**src/pkg/sbf_pkg.sv**
```systemverilog
// Shared constants and types for the serial bus frame signalling slave
package sbf_pkg;
    localparam int unsigned BYTE_BITS   = 8;
    localparam int unsigned DONE_EDGE   = 9;
    localparam int unsigned FIFO_DEPTH  = 8;
    localparam logic [3:0]  BIT_ZERO    = 4'h0;
    localparam logic [3:0]  BIT_ONE     = 4'h1;
    localparam logic [3:0]  BIT_ACK     = 4'h8;
    localparam logic [3:0]  BIT_DONE    = 4'h9;
    localparam logic [7:0]  ALL_ONES    = 8'hff;

    // Byte type as told apart by the markers before it
    typedef enum logic [1:0] {
        KIND_DATA    = 2'h0,
        KIND_COMMAND = 2'h1,
        KIND_ADDRESS = 2'h2
    } sbf_kind_t;

    typedef struct packed {
        sbf_kind_t  kind;
        logic [7:0] value;
    } sbf_byte_t;

    typedef enum logic [3:0] {
        ST_IDLE  = 4'b0001,
        ST_SHIFT = 4'b0010,
        ST_ACK   = 4'b0100,
        ST_BUSY  = 4'b1000
    } sbf_state_t;
endpackage

```
**src/rtl/sbf_fifo.sv**
```systemverilog
// Receive byte FIFO with parameterised width and depth
`timescale 1ns/100ps
`default_nettype none
module sbf_fifo #(
    parameter int unsigned WIDTH = 10,
    parameter int unsigned DEPTH = 8
) (
    input  wire logic             ref_clk,
    input  wire logic             rstn,
    input  wire logic [WIDTH-1:0] inData,
    input  wire logic             inValid,
    output logic                  inReady,
    output logic [WIDTH-1:0]      outData,
    output logic                  outValid,
    input  wire logic             outReady
);
    localparam int unsigned AW = $clog2(DEPTH);
    logic [WIDTH-1:0] mem [DEPTH];
    logic [AW-1:0]    wrPtr_q;
    logic [AW-1:0]    rdPtr_q;
    logic [AW:0]      count_q;
    wire              doWrite = inValid && inReady;
    wire              doRead  = outValid && outReady;

    assign inReady  = (count_q != (AW+1)'(DEPTH));
    assign outValid = (count_q != '0);
    assign outData  = mem[rdPtr_q];

    always_ff @(posedge ref_clk) begin
        if (doWrite) begin
            mem[wrPtr_q] <= inData;
        end
    end

    always_ff @(posedge ref_clk or negedge rstn) begin
        if (!rstn) begin
            wrPtr_q <= '0;
            rdPtr_q <= '0;
            count_q <= '0;
        end else begin
            if (doWrite) wrPtr_q <= (wrPtr_q == AW'(DEPTH-1)) ? '0 : wrPtr_q + 1'b1;
            if (doRead)  rdPtr_q <= (rdPtr_q == AW'(DEPTH-1)) ? '0 : rdPtr_q + 1'b1;
            count_q <= count_q + (AW+1)'(doWrite) - (AW+1)'(doRead);
        end
    end
endmodule
`default_nettype wire

```
**src/rtl/sbf_slave.sv**
```systemverilog
// Slave end of the clocked two-line serial bus with frame markers
//
// What this block does
// - With busy enabled and wakeup off, the slave holds the data line low right after its acknowledge.
// - The slave lets the line float high for ready before and after a byte; ready follows busy-enable cleared or a shift register write.
// - An address byte is eight clocked bits that follow a bus-release marker and a command marker.
// - A command byte is eight clocked bits that follow a command marker without bus-release.
// - A data byte is eight clocked bits with no command marker before it.
// - With wakeup off, the done flag rises at the ninth rising serial clock edge of each byte.
// - With wakeup on, the byte is an address and the done flag rises only on a slave address match.
// - After receiving a byte the slave drives the line low for one serial clock as acknowledge.
// - A data line change while the serial clock is high is a marker, not data.
`timescale 1ns/100ps
`default_nettype none
module sbf_slave
    import sbf_pkg::*;
(
    input  wire logic       ref_clk,
    input  wire logic       rstn,
    input  wire logic       serialClockPin,
    input  wire logic       busDataLineIn,
    output logic            busDataLineOut,
    output logic            busDataLineOen,
    input  wire logic       serialUnitEnableBit,
    input  wire logic       busyEnableBit,
    input  wire logic       wakeupSelectBit,
    input  wire logic [7:0] slaveAddressRegister,
    input  wire logic [7:0] shiftRegisterWrData,
    input  wire logic       shiftRegisterWrite,
    output logic [7:0]      shiftRegister,
    output logic            transferDoneFlag,
    output logic            busReleaseMarker,
    output logic            commandMarker,
    output logic            addressMatch,
    output logic [9:0]      rxData,
    output logic            rxValid,
    input  wire logic       rxReady,
    output logic            rxOverflow
);
    // Three-stage samplers; decisions use stages two and three only
    logic [2:0] sckSync_q;
    logic [2:0] sdaSync_q;
    always_ff @(posedge ref_clk or negedge rstn) begin
        if (!rstn) begin
            sckSync_q <= 3'h7;
            sdaSync_q <= 3'h7;
        end else begin
            sckSync_q <= {sckSync_q[1:0], serialClockPin};
            sdaSync_q <= {sdaSync_q[1:0], busDataLineIn};
        end
    end

    // A pin change counts once stages two and three agree, so a glitch
    // that reaches only stage two never makes an edge
    logic sckLevel_q;
    logic sdaLevel_q;
    wire  sckAgree = (sckSync_q[1] == sckSync_q[2]);
    wire  sdaAgree = (sdaSync_q[1] == sdaSync_q[2]);
    always_ff @(posedge ref_clk or negedge rstn) begin
        if (!rstn) begin
            sckLevel_q <= 1'b1;
            sdaLevel_q <= 1'b1;
        end else begin
            if (sckAgree) sckLevel_q <= sckSync_q[2];
            if (sdaAgree) sdaLevel_q <= sdaSync_q[2];
        end
    end

    // Edges are one-cycle pulses against the last agreed level
    wire sckRise = sckAgree && sckSync_q[2] && !sckLevel_q;
    wire sckFall = sckAgree && !sckSync_q[2] && sckLevel_q;
    wire sdaRise = sdaAgree && sdaSync_q[2] && !sdaLevel_q;
    wire sdaFall = sdaAgree && !sdaSync_q[2] && sdaLevel_q;
    // A data change with the clock steady high is a marker
    // marker detection
    wire sckSteadyHigh = sckAgree && sckSync_q[2] && sckLevel_q;
    wire relSeen = sckSteadyHigh && sdaRise;
    wire cmdSeen = sckSteadyHigh && sdaFall;

    sbf_state_t state_q, state_d;
    logic [3:0] bitCnt_q;
    logic [7:0] shift_q;
    logic       relFlag_q;
    logic       cmdFlag_q;
    logic       doneFlag_q;
    logic       matchFlag_q;
    logic       drive_q;
    logic       pendWrite_q;
    logic       overflow_q;
    sbf_byte_t  rxByte_q;
    logic       rxPush_q;
    logic       fifoInReady;

    wire        isAddr     = relFlag_q && cmdFlag_q;
    // Bits come from the agreed stage, in step with the clock edges
    wire [7:0]  nextShift  = {shift_q[6:0], sdaSync_q[2]};
    wire        lastBit    = (bitCnt_q == BIT_ACK - BIT_ONE);
    wire        doneEdge   = (state_q == ST_ACK) && sckRise;
    wire        addrHit    = (shift_q == slaveAddressRegister);
    wire        raiseDone  = doneEdge && (!wakeupSelectBit || (isAddr && addrHit));
    wire        markerAny  = relSeen || cmdSeen;
    wire        startXfer  = shiftRegisterWrite || pendWrite_q;

    always_comb begin
        state_d = state_q;
        unique case (state_q)
            ST_IDLE:  if (sckFall && serialUnitEnableBit) state_d = ST_SHIFT;
            ST_SHIFT: begin
                if (markerAny) state_d = ST_IDLE;
                else if (sckRise && lastBit) state_d = ST_ACK;
            end
            ST_ACK:   if (sckFall && bitCnt_q == BIT_DONE)
                          state_d = (busyEnableBit && !wakeupSelectBit) ? ST_BUSY : ST_IDLE;
            // ready on busy-enable cleared or write
            ST_BUSY:  if (!busyEnableBit || startXfer) state_d = ST_IDLE;
            default:  state_d = ST_IDLE;
        endcase
    end

    always_ff @(posedge ref_clk or negedge rstn) begin
        if (!rstn) begin
            state_q  <= ST_IDLE;
            bitCnt_q <= BIT_ZERO;
        end else begin
            state_q <= state_d;
            if (state_q != ST_SHIFT && state_d == ST_SHIFT) bitCnt_q <= BIT_ZERO;
            else if (sckRise && state_q != ST_IDLE) bitCnt_q <= bitCnt_q + BIT_ONE;
        end
    end

    // marker history classifies the next byte
    always_ff @(posedge ref_clk or negedge rstn) begin
        if (!rstn) begin
            relFlag_q <= 1'b0;
            cmdFlag_q <= 1'b0;
        end else if (relSeen) begin
            relFlag_q <= 1'b1;
            cmdFlag_q <= 1'b0;
        end else if (cmdSeen) begin
            cmdFlag_q <= 1'b1;
        end else if (doneEdge) begin
            relFlag_q <= 1'b0;
            cmdFlag_q <= 1'b0;
        end
    end

    // Received bits land at rising clock; a register write loads at once in any other cycle
    always_ff @(posedge ref_clk or negedge rstn) begin
        if (!rstn) begin
            shift_q     <= ALL_ONES;
            pendWrite_q <= 1'b0;
        end else begin
            if (state_q == ST_SHIFT && sckRise && !markerAny) shift_q <= nextShift;
            else if (shiftRegisterWrite) shift_q <= shiftRegisterWrData;
            // Writes during busy are kept until ready
            if (shiftRegisterWrite && state_q == ST_BUSY) pendWrite_q <= 1'b1;
            else if (state_q != ST_BUSY) pendWrite_q <= 1'b0;
        end
    end

    // Acknowledge low for one serial clock, then with busy enabled and wakeup off, busy low until ready
    // acknowledge drive
    always_ff @(posedge ref_clk or negedge rstn) begin
        if (!rstn) begin
            drive_q <= 1'b0;
        end else if (state_q == ST_ACK && sckFall && bitCnt_q == BIT_ACK) begin
            drive_q <= 1'b1;
        end else if (state_d == ST_IDLE || state_d == ST_SHIFT) begin
            drive_q <= 1'b0;
        end
    end

    always_ff @(posedge ref_clk or negedge rstn) begin
        if (!rstn) begin
            doneFlag_q  <= 1'b0;
            matchFlag_q <= 1'b0;
            rxByte_q    <= '0;
            rxPush_q    <= 1'b0;
            overflow_q  <= 1'b0;
        end else begin
            doneFlag_q  <= raiseDone;
            matchFlag_q <= doneEdge ? (isAddr && addrHit) : matchFlag_q;
            rxPush_q    <= raiseDone;
            if (raiseDone) begin
                rxByte_q.value <= shift_q;
                rxByte_q.kind  <= isAddr ? KIND_ADDRESS : (cmdFlag_q ? KIND_COMMAND : KIND_DATA);
            end
            // Sticky: no back-pressure on the wire, so a full FIFO drops bytes
            if (rxPush_q && !fifoInReady) overflow_q <= 1'b1;
        end
    end

    sbf_fifo #(
        .WIDTH ($bits(sbf_byte_t)),
        .DEPTH (FIFO_DEPTH)
    ) rxFifo (
        .ref_clk  (ref_clk),
        .rstn     (rstn),
        .inData   (rxByte_q),
        .inValid  (rxPush_q),
        .inReady  (fifoInReady),
        .outData  (rxData),
        .outValid (rxValid),
        .outReady (rxReady)
    );

    // Open drain: only ever pull low, enable is active low
    assign busDataLineOut   = 1'b0;
    assign busDataLineOen   = !drive_q;
    assign shiftRegister    = shift_q;
    assign transferDoneFlag = doneFlag_q;
    assign busReleaseMarker = relFlag_q;
    assign commandMarker    = cmdFlag_q;
    assign addressMatch     = matchFlag_q;
    assign rxOverflow       = overflow_q;
endmodule
`default_nettype wire

```
**config.mk**
```make
export PLATFORM = sky130hd
export DESIGN_NAME = sbf_slave
export DESIGN_NICKNAME = d
export VERILOG_FILES = /design/src/pkg/sbf_pkg.sv /design/src/rtl/sbf_fifo.sv /design/src/rtl/sbf_slave.sv
export SDC_FILE = /design/constraint.sdc
export NUM_CORES = 1
export LEC_CHECK = 0
export BUFFER_PORTS_ARGS = -buffer_cell sky130_fd_sc_hd__buf_2
export CAP_MARGIN = 25
export CORE_UTILIZATION = 35
export CTS_CLUSTER_SIZE = 10
export DETAILED_ROUTE_END_ITERATION = 12
export HOLD_SLACK_MARGIN = 0.08
export PLACE_DENSITY = 0.52
export SYNTH_ARGS = -nofsm -noshare
export SYNTH_HDL_FRONTEND = slang
export SYNTH_SLANG_ARGS = --single-unit
export TNS_END_PERCENT = 5
```
**constraint.sdc**
```tcl
create_clock -name ref_clk -period 2.2 [get_ports ref_clk]
set_input_delay 0.11 -clock ref_clk [delete_from_list [all_inputs] [get_ports ref_clk]]
set_output_delay 0.11 -clock ref_clk [all_outputs]
set_load 0.1 [all_outputs]
```
==> results.py <==
metrics = {
    "logic_synthesis": {
        "syn_nets": 471,
        "synthCells": 428,
        "synth-edff-count": 80,
        "syn_avg_cell_area_um2": 13.84,
        "synth_area_um2": 5922,
        "yosys.area.top_type": "edfxtp_1",
        "ys_types": 49,
        "synth-main-ff-cell": "edfxtp_1",
        "yosys-top-cells-area": "edfxtp_1 (41%), dfrtp_1 (14%), mux4_2 (7.6%), dfstp_2 (7.5%), ha_1 (3.6%)",
        "ys_warn_count": 0,
        "synth-async-reset-ratio": 0.3893,
        "ys_seq_elements": 131,
        "synth_common_cells": "edfxtp_1 (80), dfrtp_1 (34), inv_1 (25), nor2_1 (24)",
        "post-synth-top-count-cell": "edfxtp_1",
        "seq_area_frac_synth": 0.6248,
        "synth_top_area_share": 0.4057,
    },
    "cts": {
        "cts.sinks": 131,
        "h-tree-depth": 4,
        "ctsRootBufferMaster": "clkbuf_16",
        "clkLatencyLatePin_ps": 430,
        "path_clk_slew_ps": 60,
        "clockBufferDepth": 2,
        "cts_buffers": 17,
        "cts_tree": "done",
    },
    "drt": {
        "wl_per_cell_um": 16.40,
        "dr.pass1.iters": 4,
        "dr_total_vias": 3679,
        "ant_nets": 0,
        "vias_per_cell": 4.952,
        "dr.first_iter.drc_count": 240,
        "drc": 0,
        "wl_mm": 12.19,
    },
    "global_routing": {
        "grt_pass1_wl_mm": 20.43,
        "grt_max_degree": 51,
        "grt_pass1_vias": 3881,
        "overflow": 0,
        "antenna_found_initial": 0,
        "gr-usage-all-layers": 0.1545,
    },
    "power": {
        "pwr-share-clk": 0.318,
        "ir_worst_vdd_mv": 0.8651,
        "comb_power_share": 0.353,
        "seqPwrFrac": 0.329,
        "intPower_w": 0.005649,
        "fin_total_pwr_w": 0.008939,
        "leakagePower_nw": 2.842,
        "switching_share": 0.3680,
        "power_switching_w": 0.003290,
        "p_per_area_nw_per_um2": 1201,
    },
    "sta": {
        "tightest_slew_ps": 651.9,
        "clock.fmax_mhz": 471.8,
        "rsz0062_at_grt": "no",
        "period_share": 0.9634,
        "slew_viol_final": 0,
        "clock_skew_ps": 24.19,
        "finalSetupTns_ps": 0,
        "hold_viol_final": 0,
        "hold_slack_ps": 120.5,
        "setup_violations": 0,
        "relSlewSlack": 0.5654,
        "period_minus_slack_ps": 2119,
    },
    "place": {
        "place_congestion": 0.7477,
        "portBuffers": 49,
        "hpwl_mm": 7.910,
    },
    "job": {
        "maxCapViolCount": 0,
    },
    "die": {
        "start_util": 0.3584,
        "die_h_um": 132.1,
        "fp-row-count": 47,
        "core_um2": 16520,
        "die_area_um2": 17440,
        "fp.dieW_um": 132.1,
        "pin_count": 51,
    },
    "worst_setup_path": {
        "worst-r2r-cell-count": 10,
        "r2r_start": "rxFifo.count_q[1]",
        "path_max_fanout": 12,
        "cp.required_ps": 2090,
        "rr_endpoint": "rxFifo.count_q[1]",
        "end_kind": "output pin",
        "worst-setup-path-type": "flop to output pin",
        "reg2reg_slack_ps": 150,
        "worstPathArrival_ps": 2010,
        "critPathLaunchType": "flop",
    },
    "layout": {
        "drive_above_1_share": 0.3174,
        "area_growth_pct": 25.65,
        "layout.nets": 553,
        "fillCellCount": 1489,
        "n_antenna_cell": 0,
    },
    "status": {
        "status": "complete, no violations",
    },
    "hold_path": {
        "min_to": "shiftRegister[7]",
        "hold_start": "shiftRegisterWrite",
        "min_path_type": "input pin to flop",
        "hold_depth": 3,
    },
}
## worst max-delay path: stages (launching register included)
cell	delay [ps]
dfrtp_2	410
buf_12	170
mux4_2	520
mux2_2	310
buf_8	180
## per-layer routing
layer | share of wire | GRT usage | vias to the layer above
met4 | 0.011 | 0.06008 | 0
li1 | - | - | 1780
met2 | 0.51 | 0.2598 | 71
met5 | 0 | 0 | -
met1 | 0.45 | 0.1902 | 1819
met3 | 0.033 | 0.04037 | 9
## kinds of logic after synthesis
family	after synthesis	synth area share
AND/OR/NAND/NOR	129	0.1179
buffers and inverters	45	0.02979
adder cells (fa/ha/maj)	18	0.03930
AO/OA/AOI/OAI	49	0.05240
XOR/XNOR	13	0.01923
flip-flops	131	0.6248
other	1	0.0006332
multiplexers	42	0.1160
## repair_timing
item	4_1_cts	5_1_grt
setup buffers	1	0
endpoints found under the hold margin	67	0
setup endpoints to repair	10	12
resized for setup	20	14
gates cloned	1	0
hold buffers	14	0
## per-stage QoR
step,setup slack [ps],instances,util,area [um^2]
6_report,80.59,743,0.4503,7441
5_1_grt,0.2227,743,0.4503,7441
4_1_cts,-6.831,744,0.4489,7418
3_5_place_dp,102.2,696,0.3981,6579
3_3_place_gp,158.7,696,0.3981,6579
2_1_floorplan,-33.48,428,-,5948
## worst max-delay path by stage
| stage | slack, ps | start | endpoint |
|---|---|---|---|
| 2_1_floorplan | -30 | shiftRegister[1] | rxByte_q[8] |
| 3_3_place_gp | 160 | rxFifo.count_q[2] | rxFifo.count_q[2] |
| 3_5_place_dp | 100 | rxFifo.count_q[1] | rxFifo.count_q[1] |
| 4_1_cts | -7 | rxFifo.rdPtr_q[0] | rxData[5] |
| 5_1_grt | 0.2 | rxFifo.rdPtr_q[0] | rxData[3] |
| 6_report | 80 | rxFifo.rdPtr_q[0] | rxData[0] |
## power by group through the flow
stage / clock [W] / combinational [W] / sequential (W)
3_3_place_gp: 0 / 0.00279 / 0.00297
6_report: 0.00285 / 0.00315 / 0.00294
5_1_grt: 0.00301 / 0.00336 / 0.00297
4_1_cts: 0.00291 / 0.00313 / 0.00294
3_5_place_dp: 0 / 0.00282 / 0.00297
2_1_floorplan: 0 / 0.00218 / 0.00307
## registers in the layout, summed over array words and instances, names as in the netlist
register	count
addressMatch	1
bitCnt_q	4
busReleaseMarker	1
commandMarker	1
drive_q	1
pendWrite_q	1
rxByte_q	10
rxFifo.count_q	4
rxFifo.mem	80
rxFifo.rdPtr_q	3
rxFifo.wrPtr_q	3
rxOverflow	1
rxPush_q	1
sckLevel_q	1
sckSync_q	3
sdaLevel_q	1
sdaSync_q	3
shiftRegister	8
state_q	4
## cell usage in the layout, fill, tap and decap left out, types with 4 or more instances in the layout
cell type / instances
xnor2_1: 9
inv_1: 24
o21ai_0: 17
clkinv_4: 4
nor4_1: 9
buf_4: 15
nand2_1: 18
nand3_1: 16
and3_1: 4
nor3_1: 11
and2_1: 11
mux4_2: 20
inv_6: 6
a221oi_1: 9
nor4b_1: 4
mux2_2: 11
clkbuf_16: 17
mux2i_1: 9
xor2_1: 4
nand4_1: 10
buf_12: 7
a21oi_1: 11
dfrtp_2: 4
dfstp_2: 17
nor2_1: 23
edfxtp_1: 80
dfrtp_1: 30
buf_6: 6
ha_1: 16
nand2b_1: 6
dlygate4sd3_1: 14
buf_2: 39
## area by class of cell
class                      instances  area, um^2  area share
sequential                       131        3705      0.4979
multi-input combinational        252        2086      0.2803
timing repair buffer              83       685.7     0.09215
clock buffer                      17       425.4     0.05717
tap                              220       275.3     0.03699
clock inverter                    15       170.2     0.02287
inverter                          25       93.84     0.01261
Note: power is estimated with default switching activity, not from simulation.
